--- config.mk ---
export PLATFORM = sky130hd
export DESIGN_NAME = igr_top
export DESIGN_NICKNAME = d
export VERILOG_FILES = /design/src/igr_hppi.v /design/src/igr_top.v
export VERILOG_INCLUDE_DIRS = /design/src /design/src/src
export SDC_FILE = /design/constraint.sdc
export NUM_CORES = 1
export LEC_CHECK = 0
export BUFFER_PORTS_ARGS = -buffer_cell sky130_fd_sc_hd__clkbuf_2
export CAP_MARGIN = 10
export CELL_PAD_IN_SITES_DETAIL_PLACEMENT = 1
export CELL_PAD_IN_SITES_GLOBAL_PLACEMENT = 2
export CORE_MARGIN = 10
export CORE_UTILIZATION = 30
export DETAILED_ROUTE_END_ITERATION = 8
export PLACE_DENSITY_LB_ADDON = 0.05
export SLEW_MARGIN = 20
export SYNTH_ARGS = -nofsm -noshare
export SYNTH_HDL_FRONTEND = slang
export SYNTH_HIERARCHICAL = 1
export SYNTH_SLANG_ARGS = --single-unit
--- constraint.sdc ---
create_clock -name pclk -period 41.4 [get_ports pclk]
set_input_delay 6.21 -clock pclk [delete_from_list [all_inputs] [get_ports pclk]]
set_output_delay 6.21 -clock pclk [all_outputs]
set_load 0.01 [all_outputs]
--- src/igr_defs.vh ---
// Constants for the interrupt group routing block: offsets, fields, reset values
`ifndef IGR_DEFS_VH
`define IGR_DEFS_VH

`define IGR_NORMAL_REQUEST_N 16
`define IGR_NLIST 4

`define IGR_OFF_DIST_CTRL 12'h000
`define IGR_OFF_CPU_CTRL 12'h004
`define IGR_OFF_GROUP 12'h008
`define IGR_OFF_SET_PEND 12'h00C
`define IGR_OFF_CLR_PEND 12'h010
`define IGR_OFF_ACTIVE 12'h014
`define IGR_OFF_PRIM_SPLIT 12'h018
`define IGR_OFF_ALIAS_SPLIT 12'h01C
`define IGR_OFF_PRIO_BASE 12'h020
`define IGR_OFF_PRIM_ACK 12'h030
`define IGR_OFF_ALIAS_ACK 12'h034
`define IGR_OFF_PRIM_END 12'h038
`define IGR_OFF_ALIAS_END 12'h03C
`define IGR_OFF_LIST_BASE 12'h040
`define IGR_OFF_STATUS 12'h050

`define IGR_D_G0 0
`define IGR_D_G1 1
`define IGR_C_G0 0
`define IGR_C_G1 1
`define IGR_C_SHARED_ACK 2
`define IGR_C_FAST 3
`define IGR_C_COMMON_SPLIT 4

`define IGR_LR_GRP 10
`define IGR_LR_PEND 11

`define IGR_RST_DIST_CTRL 2'h0
`define IGR_RST_CPU_CTRL 5'h00
`define IGR_RST_GROUP 16'h0000
`define IGR_RST_PRIM_SPLIT 3'h2
`define IGR_RST_ALIAS_SPLIT 3'h3
`define IGR_RST_LIST 12'h000
`define IGR_SPURIOUS 10'h3FF
`define IGR_IDLE_PRI 8'hFF

`endif

--- src/igr_hppi.v ---
// Highest priority pending interrupt and running priority selector
`timescale 1ns/1ns
`default_nettype none
`include "igr_defs.vh"

module igr_hppi (
   input wire [15:0] eligible,
   input wire [15:0] active,
   input wire [127:0] pri_flat,
   output reg best_valid,
   output reg [3:0] best_id,
   output reg [7:0] best_pri,
   output reg [7:0] run_pri
);

   integer i;
   reg [7:0] p;

   // Lowest value wins; ties go to the lowest number
   always @* begin
      best_valid = 1'b0;
      best_id = 4'h0;
      best_pri = `IGR_IDLE_PRI;
      run_pri = `IGR_IDLE_PRI;
      p = 8'h00;
      for (i = 0; i < `IGR_NORMAL_REQUEST_N; i = i + 1) begin
         p = pri_flat[8*i +: 8];
         if (eligible[i] && (!best_valid || p < best_pri)) begin
            best_valid = 1'b1;
            best_id = i[3:0];
            best_pri = p;
         end
         if (active[i] && p < run_pri) begin
            run_pri = p;
         end
      end
   end

endmodule // igr_hppi
`default_nettype wire

--- src/igr_top.v ---
// Interrupt group routing: distributor, CPU interface and virtual request outputs
//
// Behaviour
// On reset every interrupt sits in group 0.
// One group assignment bit per interrupt; a set bit means group 1.
// Fast routing on: pending group 0 interrupts drive the fast request.
// Fast routing on: group 1 interrupts drive the normal request.
// Distributor has independent group 0 and group 1 forwarding enables.
// CPU interface has independent group 0 and group 1 signalling enables.
// Shared ack off: group 0 via primary ack/end, group 1 via alias.
// Alias ack/end only in second version; older uses shared-ack mode; the older build here shares the ack only when the shared-ack bit is set.
// Common split off: primary split for group 0, alias split for group 1.
// Common split on: primary split point serves both groups.
// Without security option, group reset value is implementation defined.
// Virtual fast and normal requests follow each virtual interrupt's group.
// Managing software loads list registers to make a virtual interrupt pending.
// Processor taking a fast request masks fast and normal requests.
// Processor taking a normal request masks normal requests only.
// Group 0 with fast routing: fast request needs group 0 enable, else normal; the build here raises no request without that enable.
// Request outputs are registered levels re-evaluated every cycle.
`timescale 1ns/1ns
`default_nettype none
`include "igr_defs.vh"

module igr_top #(
   parameter VERSION2 = 1,
   parameter SECURITY = 1,
   parameter [15:0] GROUP_RESET = 16'h0000
) (
   input wire pclk,
   input wire presetn,
   input wire [11:0] paddr,
   input wire psel,
   input wire penable,
   input wire pwrite,
   input wire [31:0] pwdata,
   output reg [31:0] prdata,
   output reg pready,
   output reg pslverr,
   input wire [15:0] irq_in,
   output reg fast_request_n,
   output reg normal_request_n,
   output reg virtual_fast_request,
   output reg virtual_normal_request
);

   // Group reset value is a constant either way
   localparam [15:0] GRP_RST = (SECURITY != 0) ? `IGR_RST_GROUP : GROUP_RESET;

   reg [1:0] dist_ctrl_r;
   reg [4:0] cpu_ctrl_r;
   reg [15:0] group_r;
   reg [15:0] pend_r;
   reg [15:0] pend_nxt;
   reg [15:0] act_r;
   reg [15:0] act_nxt;
   reg [15:0] irq_q_r;
   reg [2:0] prim_split_r;
   reg [2:0] alias_split_r;
   reg [7:0] pri_r [0:15];
   reg [11:0] list_r [0:3];
   reg ack_take_r;
   reg [3:0] ack_id_r;
   reg [31:0] rd_data;
   reg ack_hit;
   reg [127:0] pri_flat;
   reg [15:0] eligible;
   reg [7:0] split_msk;
   reg next_int;
   reg fast_nxt;
   reg normal_nxt;
   reg vfast_nxt;
   reg vnormal_nxt;
   reg [15:0] end_clr;
   reg [15:0] ack_set;
   integer i;
   integer j;
   integer k;

   wire best_valid;
   wire [3:0] best_id;
   wire [7:0] best_pri;
   wire [7:0] run_pri;
   wire [11:0] word_addr = {paddr[11:2], 2'b00};
   wire acc_first = psel & penable & ~pready;
   wire acc_done = psel & penable & pready;
   wire wr_en = acc_done & pwrite;
   wire rd_done = acc_done & ~pwrite;
   wire best_grp1 = group_r[best_id];
   wire shared_ack = cpu_ctrl_r[`IGR_C_SHARED_ACK];
   wire alias_on = (VERSION2 != 0);

   // Priority mask for one split point; the alias form keeps one more bit
   function [7:0] split_mask;
      input [2:0] bp;
      input alias_form;
      begin
         if (alias_form) begin
            split_mask = 8'hFF << bp;
         end else begin
            split_mask = 8'hFF << ({1'b0, bp} + 4'h1);
         end
      end
   endfunction

   function [31:0] ack_word;
      input ok;
      input [3:0] id;
      begin
         ack_word = ok ? {28'h0000000, id} : {22'h000000, `IGR_SPURIOUS};
      end
   endfunction

   always @* begin
      for (i = 0; i < `IGR_NORMAL_REQUEST_N; i = i + 1) begin
         pri_flat[8*i +: 8] = pri_r[i];
         eligible[i] = pend_r[i] & ~act_r[i] &
            (group_r[i] ? dist_ctrl_r[`IGR_D_G1] : dist_ctrl_r[`IGR_D_G0]);
      end
   end

   igr_hppi u_hppi (
      .eligible(eligible),
      .active(act_r),
      .pri_flat(pri_flat),
      .best_valid(best_valid),
      .best_id(best_id),
      .best_pri(best_pri),
      .run_pri(run_pri)
   );

   // Preemption check against the running priority, masked by the group's split point
   always @* begin
      if (!best_grp1) begin
         split_msk = split_mask(prim_split_r, 1'b0);
      end else if (cpu_ctrl_r[`IGR_C_COMMON_SPLIT]) begin
         split_msk = split_mask(prim_split_r, 1'b0);
      end else begin
         split_msk = split_mask(alias_split_r, 1'b1);
      end
      next_int = best_valid && ((act_r == 16'h0000) || (best_pri < (run_pri & split_msk)));
   end

   // Request routing to the processor
   always @* begin
      fast_nxt = 1'b1;
      normal_nxt = 1'b1;
      if (next_int) begin
         if (!best_grp1 && cpu_ctrl_r[`IGR_C_FAST]) begin
            if (cpu_ctrl_r[`IGR_C_G0]) begin
               fast_nxt = 1'b0;
            end
         end else if ((!best_grp1 && cpu_ctrl_r[`IGR_C_G0]) ||
                      (best_grp1 && cpu_ctrl_r[`IGR_C_G1])) begin
            normal_nxt = 1'b0;
         end
      end
   end

   // Virtual requests from pending list entries
   always @* begin
      vfast_nxt = 1'b0;
      vnormal_nxt = 1'b0;
      for (j = 0; j < `IGR_NLIST; j = j + 1) begin
         if (list_r[j][`IGR_LR_PEND]) begin
            if (list_r[j][`IGR_LR_GRP]) begin
               vnormal_nxt = 1'b1;
            end else begin
               vfast_nxt = 1'b1;
            end
         end
      end
   end

   // Read data and acknowledge selection
   always @* begin
      rd_data = 32'h00000000;
      ack_hit = 1'b0;
      case (word_addr)
         `IGR_OFF_DIST_CTRL: begin
            rd_data = {30'h00000000, dist_ctrl_r};
         end
         `IGR_OFF_CPU_CTRL: begin
            rd_data = {27'h0000000, cpu_ctrl_r};
         end
         `IGR_OFF_GROUP: begin
            rd_data = {16'h0000, group_r};
         end
         `IGR_OFF_SET_PEND, `IGR_OFF_CLR_PEND: begin
            rd_data = {16'h0000, pend_r};
         end
         `IGR_OFF_ACTIVE: begin
            rd_data = {16'h0000, act_r};
         end
         `IGR_OFF_PRIM_SPLIT: begin
            rd_data = {29'h00000000, prim_split_r};
         end
         `IGR_OFF_ALIAS_SPLIT: begin
            rd_data = {29'h00000000, alias_split_r};
         end
         `IGR_OFF_PRIM_ACK: begin
            ack_hit = next_int && (shared_ack || !best_grp1);
            rd_data = ack_word(ack_hit, best_id);
         end
         `IGR_OFF_ALIAS_ACK: begin
            if (alias_on) begin
               ack_hit = next_int && !shared_ack && best_grp1;
               rd_data = ack_word(ack_hit, best_id);
            end
         end
         `IGR_OFF_STATUS: begin
            rd_data = {run_pri, best_pri, 6'h00, virtual_normal_request, virtual_fast_request,
                       ~normal_request_n, ~fast_request_n, next_int, best_grp1, best_id};
         end
         default: begin
            if (word_addr[11:4] == `IGR_OFF_PRIO_BASE >> 4) begin
               rd_data = {pri_r[{word_addr[3:2], 2'd3}], pri_r[{word_addr[3:2], 2'd2}],
                          pri_r[{word_addr[3:2], 2'd1}], pri_r[{word_addr[3:2], 2'd0}]};
            end else if (word_addr[11:4] == `IGR_OFF_LIST_BASE >> 4) begin
               rd_data = {20'h00000, list_r[word_addr[3:2]]};
            end
         end
      endcase
   end

   // Pending and active updates; a new event wins over a clear in the same cycle
   always @* begin
      end_clr = 16'h0000;
      ack_set = 16'h0000;
      pend_nxt = pend_r;
      if (rd_done && ack_take_r) begin
         ack_set[ack_id_r] = 1'b1;
         pend_nxt[ack_id_r] = 1'b0;
      end
      if (wr_en && word_addr == `IGR_OFF_CLR_PEND) begin
         pend_nxt = pend_nxt & ~pwdata[15:0];
      end
      if (wr_en && word_addr == `IGR_OFF_PRIM_END &&
          (shared_ack || !group_r[pwdata[3:0]])) begin
         end_clr[pwdata[3:0]] = 1'b1;
      end
      if (wr_en && alias_on && !shared_ack && word_addr == `IGR_OFF_ALIAS_END &&
          group_r[pwdata[3:0]]) begin
         end_clr[pwdata[3:0]] = 1'b1;
      end
      pend_nxt = pend_nxt | (irq_in & ~irq_q_r);
      if (wr_en && word_addr == `IGR_OFF_SET_PEND) begin
         pend_nxt = pend_nxt | pwdata[15:0];
      end
      act_nxt = (act_r & ~end_clr) | ack_set;
   end

   // Bus slave: one wait cycle, read data and ack candidate captured in it
   always @(posedge pclk or negedge presetn) begin
      if (!presetn) begin
         pready <= 1'b0;
         pslverr <= 1'b0;
         prdata <= 32'h00000000;
         ack_take_r <= 1'b0;
         ack_id_r <= 4'h0;
      end else begin
         pready <= acc_first;
         pslverr <= 1'b0;
         if (acc_first && !pwrite) begin
            prdata <= rd_data;
            ack_take_r <= ack_hit;
            ack_id_r <= best_id;
         end
         if (acc_done) begin
            ack_take_r <= 1'b0;
         end
      end
   end

   // Control and state registers
   always @(posedge pclk or negedge presetn) begin
      if (!presetn) begin
         dist_ctrl_r <= `IGR_RST_DIST_CTRL;
         cpu_ctrl_r <= `IGR_RST_CPU_CTRL;
         group_r <= GRP_RST;
         pend_r <= 16'h0000;
         act_r <= 16'h0000;
         irq_q_r <= 16'h0000;
         prim_split_r <= `IGR_RST_PRIM_SPLIT;
         alias_split_r <= `IGR_RST_ALIAS_SPLIT;
         for (k = 0; k < `IGR_NORMAL_REQUEST_N; k = k + 1) begin
            pri_r[k] <= 8'h00;
         end
         for (k = 0; k < `IGR_NLIST; k = k + 1) begin
            list_r[k] <= `IGR_RST_LIST;
         end
      end else begin
         irq_q_r <= irq_in;
         pend_r <= pend_nxt;
         act_r <= act_nxt;
         if (wr_en) begin
            case (word_addr)
               `IGR_OFF_DIST_CTRL: begin
                  dist_ctrl_r <= pwdata[1:0];
               end
               `IGR_OFF_CPU_CTRL: begin
                  cpu_ctrl_r <= pwdata[4:0];
               end
               `IGR_OFF_GROUP: begin
                  group_r <= pwdata[15:0];
               end
               `IGR_OFF_PRIM_SPLIT: begin
                  prim_split_r <= pwdata[2:0];
               end
               `IGR_OFF_ALIAS_SPLIT: begin
                  alias_split_r <= pwdata[2:0];
               end
               default: begin
                  if (word_addr[11:4] == `IGR_OFF_PRIO_BASE >> 4) begin
                     pri_r[{word_addr[3:2], 2'd0}] <= pwdata[7:0];
                     pri_r[{word_addr[3:2], 2'd1}] <= pwdata[15:8];
                     pri_r[{word_addr[3:2], 2'd2}] <= pwdata[23:16];
                     pri_r[{word_addr[3:2], 2'd3}] <= pwdata[31:24];
                  end else if (word_addr[11:4] == `IGR_OFF_LIST_BASE >> 4) begin
                     list_r[word_addr[3:2]] <= pwdata[11:0];
                  end
               end
            endcase
         end
      end
   end

   // Request outputs, re-evaluated every cycle; the processor does its own masking
   always @(posedge pclk or negedge presetn) begin
      if (!presetn) begin
         fast_request_n <= 1'b1;
         normal_request_n <= 1'b1;
         virtual_fast_request <= 1'b0;
         virtual_normal_request <= 1'b0;
      end else begin
         fast_request_n <= fast_nxt;
         normal_request_n <= normal_nxt;
         virtual_fast_request <= vfast_nxt;
         virtual_normal_request <= vnormal_nxt;
      end
   end

endmodule // igr_top
`default_nettype wire

==> flow_summary.rst, run 1 <==
.. list-table::
   :header-rows: 1

   * - Metric
     - Value
   * - RSZ-0062 raised after global routing
     - no
   * - Total count of hold-check failures in the final report
     - 0
   * - Post-detail-place hpwl
     - 87.93 mm
   * - Number of warnings reported in the yosys synthesis log
     - 6
   * - Total internal power
     - 0.5040 mW
   * - Clock H-tree levels
     - 2
   * - Maximum number of pins on one net before global-route repair
     - 105
   * - Global-route track usage on met3
     - 0.02678
   * - Summed negative setup slack over all endpoints
     - 0 ns
   * - Synthesized cell area
     - 24,160 sq um
   * - Clock tree sinks
     - 295
   * - Floorplan die area
     - 92,290 sq um
   * - Power per Cell Area
     - 25.07 nW/um^2
   * - Status
     - finished, final reports clean
   * - Register share of total power
     - 0.437
   * - Max-cap violation count
     - 0
   * - Proportion of synthesized chip area in sequential cells
     - 0.3058
   * - Count of boundary I/O pins
     - 103
   * - Insertion delay of the later-clocked pin in the worst-skew pair
     - 0.59 ns
   * - Effective utilization at floorplan
     - 0.3014
   * - Detailed-routing iteration count for the pre-antenna-repair pass
     - 4
   * - Worst-path clk slew
     - 0.06 ns
   * - CTS buffer count
     - 37
   * - Class of the tightest hold or removal check
     - reg2reg
   * - CTS root buf
     - sky130_fd_sc_hd__clkbuf_16
   * - Drc violations
     - 0
   * - Endpoint type of the worst setup path
     - flip-flop
   * - Worst slew slack as a fraction of its limit
     - 0.2465
   * - Sw Ratio
     - 0.2584
   * - Minimum clock period after layout
     - 38.39 ns
   * - Hold bufs inserted after CTS
     - 0
   * - Horiz. Die Dim
     - 303.8 um
   * - Worst path arrival time
     - 38.86 ns
   * - Data required time of the worst path
     - 41.87 ns
   * - Part of the power in the clock network
     - 0.495
   * - Leakage dissipation
     - 13.69 nW
   * - Number of vias per cell
     - 5.756
   * - Number of synthesized register bits
     - 295
   * - Final setup violation count
     - 0
   * - TritonCTS clock tree
     - built
   * - GRT Residual Overflow
     - 0
   * - Dominant synthesized flop cell
     - sky130_fd_sc_hd__dfrtp_1
   * - Most used cell, CP
     - sky130_fd_sc_hd__ha_1
   * - Number of max-slew violations in the final report
     - 0
   * - First-pass GRT wire length
     - 159.8 mm
   * - Worst Path Max Fanout
     - 21
   * - Gate count of the mapped netlist
     - 2,594
   * - Total vias in the final route
     - 21,512
   * - EDFF count, synth
     - 0
   * - Clock buffer depth
     - 3
   * - Number of global-route vias before repair
     - 22,432
   * - Post-CTS Setup Bufs
     - 0
   * - Startpoint Class
     - flip-flop
   * - Kind of cell adding the most delay to the critical path
     - compound AO/OA/AOI/OAI gates
   * - IO Port Bufs
     - 99
   * - Fraction of layout cells with a size suffix above 1
     - 0.2117
   * - Met1 usage
     - 0.3129
   * - Violation count after the first detailed-route iteration
     - 1,331
   * - Most frequent cells in the layout
     - 289 x sky130_fd_sc_hd__dfrtp_1, 229 x sky130_fd_sc_hd__mux2_2, 209 x sky130_fd_sc_hd__nand2_1
   * - Total power after layout
     - 0.6797 mW
   * - Post-synth ARST share
     - 1.000
   * - Cell Area, Placed
     - 25,790 sq um
   * - Top achievable clock speed
     - 26.05 MHz
   * - Worst hold-check slack
     - 0.4895 ns
   * - Detailed-route wire length per cell
     - 29.47 um
   * - Met2 GRT Util
     - 0.3809
   * - Placeable Area
     - 80,160 sq um
   * - Total wirelength of the detailed-routed design
     - 110.1 mm
   * - Average cell area after synthesis
     - 9.314 sq um
   * - Initial antenna violation count
     - 10
   * - Comb pwr share
     - 0.068
   * - Post-detailed-route count of antenna-violating nets
     - 0
   * - Largest stage delay on the critical path
     - 0.60 ns
   * - Category of the critical setup timing path
     - reg2reg
   * - Buffers & Inverters on Critical Path
     - 18
   * - GRT Max-Usage Layer
     - met2
   * - Worst-path cell with the longest stage delay
     - sky130_fd_sc_hd__dfrtp_2
   * - Actual transition at the worst max-transition pin
     - 1.130 ns
   * - Period Utilization, post-route
     - 0.9272
   * - Post-layout util
     - 0.3382
   * - Die height
     - 303.8 um
   * - Most common library cell in the layout ignoring fill and taps
     - sky130_fd_sc_hd__dfrtp_1
   * - Final design instance area without fill
     - 27,110 sq um
   * - Total GRT Usage
     - 0.2308
   * - Post-Syn Nets
     - 2,854
   * - Switching power
     - 0.1757 mW
   * - Worst VDD drop
     - 0.00002635 V
   * - Area growth syn-to-layout
     - 12.20%
   * - Setup Skew
     - 0.03845 ns
   * - Final estimated routing congestion in global placement
     - 0.8720
   * - Row count
     - 104
   * - Total Nets Final
     - 2,906
   * - Synth cell types
     - 111
[stage by stage]
stage	setup WS, ns	instances
floorplan	8.879	2594
global placement	1.489	3667
detailed placement	0.8703	3667
CTS	0.7046	3734
global route	0.06807	3734
finish	3.012	3737
[cell usage after synthesis (all sizes together), types with 10 or more instances]
master  instances  area, sq um
and3           15        93.84
ha            195         2440
o221ai         11        96.34
nand3b         10        75.07
o21ai         139        718.2
nand2         212        800.8
a21o           37        277.8
mux2i          90        904.6
or3            12        80.08
nor3           34        202.7
mux4           51         1149
a211oi         18        140.1
mux2          246         2808
nand2b         23        143.9
a21oi         176        884.6
and2           14        87.59
dfrtp         290         7257
o21a           37        279.0
buf            43        255.3
a22oi          26        209.0
nor2          190        745.7
nor3b          20        150.1
nor4           15        108.9
a31oi          44        294.0
nand3          71        360.3
o31ai          11        82.58
and4           14        122.6
inv           196        735.7
nor2b          54        337.8
clkbuf         83        311.6
a221oi         33        301.5
nand4          21        131.4
o211ai         25        206.5
[final timing paths]
| kind | from | cells past startpoint | endpoint | slack, ns |
|---|---|---|---|---|
| setup / recovery | dist_ctrl_r[1] | 173 | prdata[5] | 3.01 |
| hold / removal | prdata[15] | 2 | prdata[15] | 0.49 |
| setup reg to reg | dist_ctrl_r[1] | 173 | prdata[5] | 3.01 |
| hold reg to reg | prdata[15] | 2 | prdata[15] | 0.49 |
| max in group asynchronous | presetn | 3 | pri_flat[48] | 33.37 |
| min in group asynchronous | presetn | 1 | irq_q_r[12] | 5.71 |
[logic make-up (layout without fill, tap and decap cells)]
family,after synthesis,in the layout,synth area share
fa+ha+maj,198,198,0.1023
mux,387,387,0.2012
other cells,1,4,0.0001552
compound gates,653,653,0.1822
buf+inv,322,402,0.05391
simple gates,732,732,0.1523
xor+xnor,6,6,0.002175
flops,295,295,0.3058
[registers in the layout, summed over array words and instances, names as in the netlist]
signal / flops
pend_r: 16
list_r: 48
ack_id_r: 4
group_r: 16
virtual_fast_request: 1
pri_flat: 128
prdata: 32
pready: 1
cpu_ctrl_r: 5
prim_split_r: 3
fast_request_n: 1
ack_take_r: 1
act_r: 16
dist_ctrl_r: 2
irq_q_r: 16
virtual_normal_request: 1
alias_split_r: 3
normal_request_n: 1
[tightest hold or removal path: stages (launching register included)]
cell                      delay (ns)
sky130_fd_sc_hd__dfrtp_1        0.34
sky130_fd_sc_hd__nand2_1        0.05
sky130_fd_sc_hd__o21ai_0        0.06
[repair_timing]
item,4_1_cts,5_1_grt
setup endpoints to repair,0,13
endpoints found under the hold margin,0,0
gates resized for setup,0,14
[metal layers]
layer / wire, um / vias to the layer above / share of wire
met5: 0 / - / 0
met4: 3258 / 0 / 0.030
met3: 4129 / 102 / 0.037
met2: 51370 / 467 / 0.47
met1: 51370 / 11250 / 0.47
li1: - / 9693 / -
[power groups by stage]
stage	sequential (mW)	combinational, mW	clock [mW]
final	0.297	0.0460	0.337
after global routing	0.298	0.0506	0.356
after CTS	0.297	0.0468	0.344
after detailed placement	0.302	0.0466	0
after global placement	0.302	0.0460	0
after floorplan	0.303	0.0189	0
[area by class of cell]
class | instances | area (sq um)
antenna | 3 | 7.507
clock buffer | 56 | 1059
clock inverter | 11 | 166.4
fill | 9243 | 53050
inverter | 196 | 735.7
multi-input combinational | 1977 | 15620
sequential | 295 | 7390
tap | 1060 | 1326
timing repair buffer | 139 | 808.3
Power figures use the tool's default switching activity.
==> run 2, diff against run 1 <==
--- a/config.mk
+++ b/config.mk
@@ -10,6 +10,7 @@
 export CAP_MARGIN = 10
 export CELL_PAD_IN_SITES_DETAIL_PLACEMENT = 1
 export CELL_PAD_IN_SITES_GLOBAL_PLACEMENT = 2
+export CORE_ASPECT_RATIO = 1.4
 export CORE_MARGIN = 10
 export CORE_UTILIZATION = 30
 export DETAILED_ROUTE_END_ITERATION = 8
==> flow_summary.rst, run 2 (synthesized netlist as in run 1, its figures left out) <==
.. list-table::
   :header-rows: 1

   * - Metric
     - Value
   * - Most common library cell in the layout ignoring fill and taps
     - sky130_fd_sc_hd__dfrtp_1
   * - Post-detailed-route count of antenna-violating nets
     - 0
   * - Global-route track usage on met3
     - 0.02345
   * - Actual transition at the worst max-transition pin
     - 1.157 ns
   * - Worst Path Max Fanout
     - 19
   * - Final design instance area without fill
     - 27,170 sq um
   * - Endpoint type of the worst setup path
     - flip-flop
   * - GRT Residual Overflow
     - 0
   * - Total count of hold-check failures in the final report
     - 0
   * - Number of max-slew violations in the final report
     - 0
   * - Part of the power in the clock network
     - 0.484
   * - Total power after layout
     - 0.6653 mW
   * - Worst-path cell with the longest stage delay
     - sky130_fd_sc_hd__mux2i_1
   * - First-pass GRT wire length
     - 164.1 mm
   * - Maximum number of pins on one net before global-route repair
     - 103
   * - Total internal power
     - 0.4957 mW
   * - Cell Area, Placed
     - 25,880 sq um
   * - RSZ-0062 raised after global routing
     - no
   * - Row count
     - 123
   * - Sw Ratio
     - 0.2549
   * - Worst slew slack as a fraction of its limit
     - 0.2288
   * - Category of the critical setup timing path
     - reg2reg
   * - Met1 usage
     - 0.2787
   * - Placeable Area
     - 80,180 sq um
   * - Status
     - finished, final reports clean
   * - Insertion delay of the later-clocked pin in the worst-skew pair
     - 0.57 ns
   * - Clock tree sinks
     - 295
   * - Largest stage delay on the critical path
     - 0.59 ns
   * - Met2 GRT Util
     - 0.4464
   * - Worst path arrival time
     - 38.87 ns
   * - Data required time of the worst path
     - 41.81 ns
   * - Crit path setup slack, layout
     - 2.941 ns
   * - Violation count after the first detailed-route iteration
     - 1,210
   * - Buffers & Inverters on Critical Path
     - 17
   * - Total Nets Final
     - 2,920
   * - Startpoint Class
     - flip-flop
   * - Number of global-route vias before repair
     - 22,851
   * - Total wirelength of the detailed-routed design
     - 114.2 mm
   * - Largest register FFs
     - 128
   * - CTS buffer count
     - 36
   * - Top achievable clock speed
     - 26.00 MHz
   * - CTS root buf
     - sky130_fd_sc_hd__clkbuf_16
   * - Class of the tightest hold or removal check
     - reg2reg
   * - Total vias in the final route
     - 21,466
   * - Most frequent cells in the layout
     - 290 x sky130_fd_sc_hd__dfrtp_1, 229 x sky130_fd_sc_hd__mux2_2, 209 x sky130_fd_sc_hd__nand2_1
   * - Setup slack after placement
     - 1.184 ns
   * - TritonCTS clock tree
     - built
   * - Final setup violation count
     - 0
   * - Max-cap violation count
     - 0
   * - Most used cell, CP
     - sky130_fd_sc_hd__ha_1
   * - Number of vias per cell
     - 5.729
   * - Count of non-filler cells in the finished layout
     - 3,747
   * - IO Port Bufs
     - 99
   * - Worst hold-check slack
     - 0.4802 ns
   * - Total GRT Usage
     - 0.2435
   * - Clock buffer depth
     - 3
   * - Worst VDD drop
     - 0.00002096 V
   * - Die height
     - 355.8 um
   * - Count of boundary I/O pins
     - 103
   * - Final estimated routing congestion in global placement
     - 0.8934
   * - Hold bufs inserted after CTS
     - 0
   * - Post-detail-place hpwl
     - 92.50 mm
   * - Switching power
     - 0.1696 mW
   * - Power per Cell Area
     - 24.49 nW/um^2
   * - Setup Skew
     - 0.02859 ns
   * - Comb pwr share
     - 0.069
   * - Leakage dissipation
     - 13.75 nW
   * - GRT Max-Usage Layer
     - met2
   * - Floorplan die area
     - 92,450 sq um
   * - Kind of cell adding the most delay to the critical path
     - compound AO/OA/AOI/OAI gates
   * - Detailed-routing iteration count for the pre-antenna-repair pass
     - 5
   * - Detailed-route wire length per cell
     - 30.48 um
   * - Initial antenna violation count
     - 7
   * - Drc violations
     - 0
   * - Register share of total power
     - 0.446
   * - Area growth syn-to-layout
     - 12.45%
   * - Post-layout util
     - 0.3389
   * - Horiz. Die Dim
     - 259.8 um
   * - Clock H-tree levels
     - 2
   * - Summed negative setup slack over all endpoints
     - 0 ns
   * - Total instance count after detailed placement
     - 3,680
   * - Period Utilization, post-route
     - 0.9290
   * - Fraction of layout cells with a size suffix above 1
     - 0.2150
   * - Effective utilization at floorplan
     - 0.3013
   * - Worst-path clk slew
     - 0.06 ns
   * - Minimum clock period after layout
     - 38.46 ns
==> run 2: layout make-up <==
class | count | area, sq um
inverter | 196 | 735.7
clock buffer | 52 | 1011
multi-input combinational | 1977 | 15640
clock inverter | 10 | 145.1
timing repair buffer | 154 | 920.9
antenna | 1 | 2.502
tap | 1062 | 1329
fill | 9216 | 53010
sequential | 295 | 7388
==> run 2: worst paths after layout <==
| path | end | from | slack (ns) | cells after the start |
|---|---|---|---|---|
| hold / removal | ack_take_r | ack_take_r | 0.48 | 2 |
| min in group asynchronous | irq_q_r[5] | presetn | 5.69 | 1 |
| setup reg to reg | prdata[6] | group_r[0] | 2.94 | 171 |
| max in group asynchronous | pri_flat[80] | presetn | 33.30 | 3 |
| setup / recovery | prdata[6] | group_r[0] | 2.94 | 171 |
| hold reg to reg | ack_take_r | ack_take_r | 0.48 | 2 |
==> run 2: power by group through the flow <==
stage	registers (mW)	clock network [mW]	logic [mW]
after global placement	0.302	0	0.0462
after floorplan	0.303	0	0.0189
after detailed placement	0.302	0	0.0468
after CTS	0.297	0.330	0.0470
after global routing	0.297	0.340	0.0506
final	0.297	0.322	0.0462
==> run 2: layer usage <==
layer  wire length, um  vias up  part of all wire
met4              5707        4             0.050
met2             59330      491              0.52
li1                  -     9690                 -
met5                34        -           0.00030
met1             45540    11114              0.40
met3              3575      167             0.031
==> run 2: repair_timing <==
action,CTS,global route
setup buffers,0,4
gates resized for setup,0,10
hold endpoints to repair,0,0
setup endpoints to repair,0,13
==> run 2: worst min-delay path: stages (launching register included) <==
cell	delay, ns
sky130_fd_sc_hd__dfrtp_1	0.33
sky130_fd_sc_hd__nand3_1	0.06
sky130_fd_sc_hd__nand2_1	0.05
==> run 3, diff against run 2 <==
--- a/config.mk
+++ b/config.mk
@@ -6,14 +6,14 @@
 export SDC_FILE = /design/constraint.sdc
 export NUM_CORES = 1
 export LEC_CHECK = 0
-export BUFFER_PORTS_ARGS = -buffer_cell sky130_fd_sc_hd__clkbuf_2
 export CAP_MARGIN = 10
 export CELL_PAD_IN_SITES_DETAIL_PLACEMENT = 1
 export CELL_PAD_IN_SITES_GLOBAL_PLACEMENT = 2
 export CORE_ASPECT_RATIO = 1.4
-export CORE_MARGIN = 10
+export CORE_MARGIN = 3
 export CORE_UTILIZATION = 30
 export DETAILED_ROUTE_END_ITERATION = 8
+export DONT_BUFFER_PORTS = 1
 export PLACE_DENSITY_LB_ADDON = 0.05
 export SLEW_MARGIN = 20
 export SYNTH_ARGS = -nofsm -noshare
==> flow_summary.rst, run 3 (synthesized netlist as in run 1, its figures left out) <==
.. list-table::
   :header-rows: 1

   * - Metric
     - Value
   * - Status
     - finished, final reports clean
   * - Summed negative setup slack over all endpoints
     - 0 ns
   * - Worst-path clk slew
     - 0.06 ns
   * - Final design instance area without fill
     - 26,630 sq um
   * - Number of global-route vias before repair
     - 22,137
   * - Data required time of the worst path
     - 41.82 ns
   * - Worst slew slack as a fraction of its limit
     - 0.2263
   * - Final setup violation count
     - 0
   * - CTS root buf
     - sky130_fd_sc_hd__clkbuf_16
   * - Largest stage delay on the critical path
     - 0.54 ns
   * - Total GRT Usage
     - 0.2663
   * - Setup slack after placement
     - 1.372 ns
   * - Number of vias per cell
     - 5.758
   * - Drc violations
     - 0
   * - Fraction of layout cells with a size suffix above 1
     - 0.1834
   * - GRT Residual Overflow
     - 0
   * - Most frequent cells in the layout
     - 290 x sky130_fd_sc_hd__dfrtp_1, 229 x sky130_fd_sc_hd__mux2_2, 209 x sky130_fd_sc_hd__nand2_1
   * - Floorplan die area
     - 84,020 sq um
   * - Placeable Area
     - 79,380 sq um
   * - Post-detailed-route count of antenna-violating nets
     - 0
   * - Initial antenna violation count
     - 6
   * - Minimum clock period after layout
     - 38.39 ns
   * - Clock tree sinks
     - 295
   * - Power per Cell Area
     - 25.02 nW/um^2
   * - Count of boundary I/O pins
     - 103
   * - Total wirelength of the detailed-routed design
     - 112.8 mm
   * - Sequential cell area
     - 7388 sq um
   * - Insertion delay of the later-clocked pin in the worst-skew pair
     - 0.58 ns
   * - Number of max-slew violations in the final report
     - 0
   * - Hold bufs inserted after CTS
     - 0
   * - Violation count after the first detailed-route iteration
     - 1,256
   * - Top achievable clock speed
     - 26.05 MHz
   * - Die height
     - 341.8 um
   * - Number of gates resized after cts
     - 0
   * - Cell Area, Placed
     - 25,260 sq um
   * - Total count of hold-check failures in the final report
     - 0
   * - Post-CTS Setup Bufs
     - 0
   * - Worst VDD drop
     - 0.00002485 V
   * - Startpoint Class
     - flip-flop
   * - Post-detail-place hpwl
     - 90.05 mm
   * - Clock buffer depth
     - 3
   * - RSZ-0062 raised after global routing
     - no
   * - Worst path arrival time
     - 38.81 ns
   * - Most common library cell in the layout ignoring fill and taps
     - sky130_fd_sc_hd__dfrtp_1
   * - Total vias in the final route
     - 20,895
   * - Most used cell, CP
     - sky130_fd_sc_hd__ha_1
   * - Leakage dissipation
     - 13.32 nW
   * - Category of the critical setup timing path
     - reg2reg
   * - Crit path setup slack, layout
     - 3.012 ns
   * - Clock H-tree levels
     - 2
   * - Effective utilization at floorplan
     - 0.3044
   * - Max-cap violation count
     - 0
   * - Area taken by multi-input logic gates
     - 15,630 sq um
   * - CTS buffer count
     - 37
   * - Largest register FFs
     - 128
   * - First-pass GRT wire length
     - 161.5 mm
   * - Class of the tightest hold or removal check
     - reg2reg
   * - Area growth syn-to-layout
     - 10.21%
   * - Worst-path cell with the longest stage delay
     - sky130_fd_sc_hd__mux2i_1
   * - Maximum number of pins on one net before global-route repair
     - 296
   * - Detailed-route wire length per cell
     - 31.09 um
   * - Endpoint type of the worst setup path
     - flip-flop
   * - Buffers & Inverters on Critical Path
     - 17
   * - Fillers
     - 9,088
   * - Setup Skew
     - 0.02805 ns
   * - Actual transition at the worst max-transition pin
     - 1.156 ns
   * - Period Utilization, post-route
     - 0.9272
   * - Detailed-routing iteration count for the pre-antenna-repair pass
     - 5
   * - Kind of cell adding the most delay to the critical path
     - compound AO/OA/AOI/OAI gates
   * - Row count
     - 122
   * - IO Port Bufs
     - 0
   * - Worst Path Max Fanout
     - 19
   * - Total Nets Final
     - 2,805
   * - Horiz. Die Dim
     - 245.8 um
   * - TritonCTS clock tree
     - built
   * - Final estimated routing congestion in global placement
     - 0.8966
-- run 3: cell count changes in the layout (fill, tap and decap cells not counted), moves of 2 or more --
cell	previous run	this run
sky130_fd_sc_hd__clkbuf_8	5	3
sky130_fd_sc_hd__buf_4	56	38
sky130_fd_sc_hd__nor3b_2	1	3
sky130_fd_sc_hd__clkbuf_16	36	38
sky130_fd_sc_hd__nor3b_1	19	17
sky130_fd_sc_hd__clkinv_4	0	2
sky130_fd_sc_hd__clkbuf_2	97	0
sky130_fd_sc_hd__clkbuf_1	11	7
sky130_fd_sc_hd__clkinv_2	3	8
-- run 3: per-stage QoR --
| step | total power, mW | utilization | hold slack, ns | cells |
|---|---|---|---|---|
| floorplan | 0.3219 | - | 0.4353 | 2594 |
| global placement | 0.3240 | 0.3181 | 0.4598 | 3560 |
| detailed placement | 0.3245 | 0.3183 | 0.4840 | 3560 |
| CTS | 0.6757 | 0.3342 | 0.4978 | 3628 |
| global route | 0.6898 | 0.3354 | 0.5104 | 3628 |
| finish | 0.6663 | 0.3355 | 0.4937 | 3629 |
-- run 3: final timing paths --
path,startpoint,slack [ns],cells past startpoint,to
worst max-delay path,group_r[0],3.01,173,prdata[6]
worst min-delay path,list_r[24],0.49,2,list_r[24]
worst max register to register,group_r[0],3.01,173,prdata[6]
worst min register to register,list_r[24],0.49,2,list_r[24]
max in group asynchronous,presetn,35.47,0,pri_flat[123]
min in group asynchronous,presetn,5.33,0,pend_r[1]
-- run 3: per-layer routing --
| metal | part of all wire | wire [um] | global-route usage |
|---|---|---|---|
| met2 | 0.52 | 59060 | 0.4964 |
| met4 | 0.048 | 5370 | 0.1088 |
| met1 | 0.39 | 44310 | 0.3064 |
| met5 | 0.00037 | 42 | 0 |
| met3 | 0.036 | 4022 | 0.03026 |
-- run 3: layout make-up --
| cell class | count | area share |
|---|---|---|
| clock inverters | 20 | 0.009398 |
| inverters | 196 | 0.02763 |
| flip-flops and latches | 295 | 0.2775 |
| well taps | 1054 | 0.04953 |
| clock buffers | 48 | 0.03825 |
| multi-input cells | 1977 | 0.5869 |
| repair buffers | 38 | 0.01071 |
| diodes | 1 | 0.00009398 |
-- run 3: tightest hold or removal path: stages, from the launching register on --
cell	delay, ns
sky130_fd_sc_hd__dfrtp_1	0.35
sky130_fd_sc_hd__nand2_1	0.05
sky130_fd_sc_hd__o21ai_0	0.06
-- run 3: power breakdown --
group,switching (mW),internal [mW],leakage [nW]
clock,0.145,0.202,0.626
combinational,0.0109,0.00863,8.77
sequential,0.00622,0.293,3.92
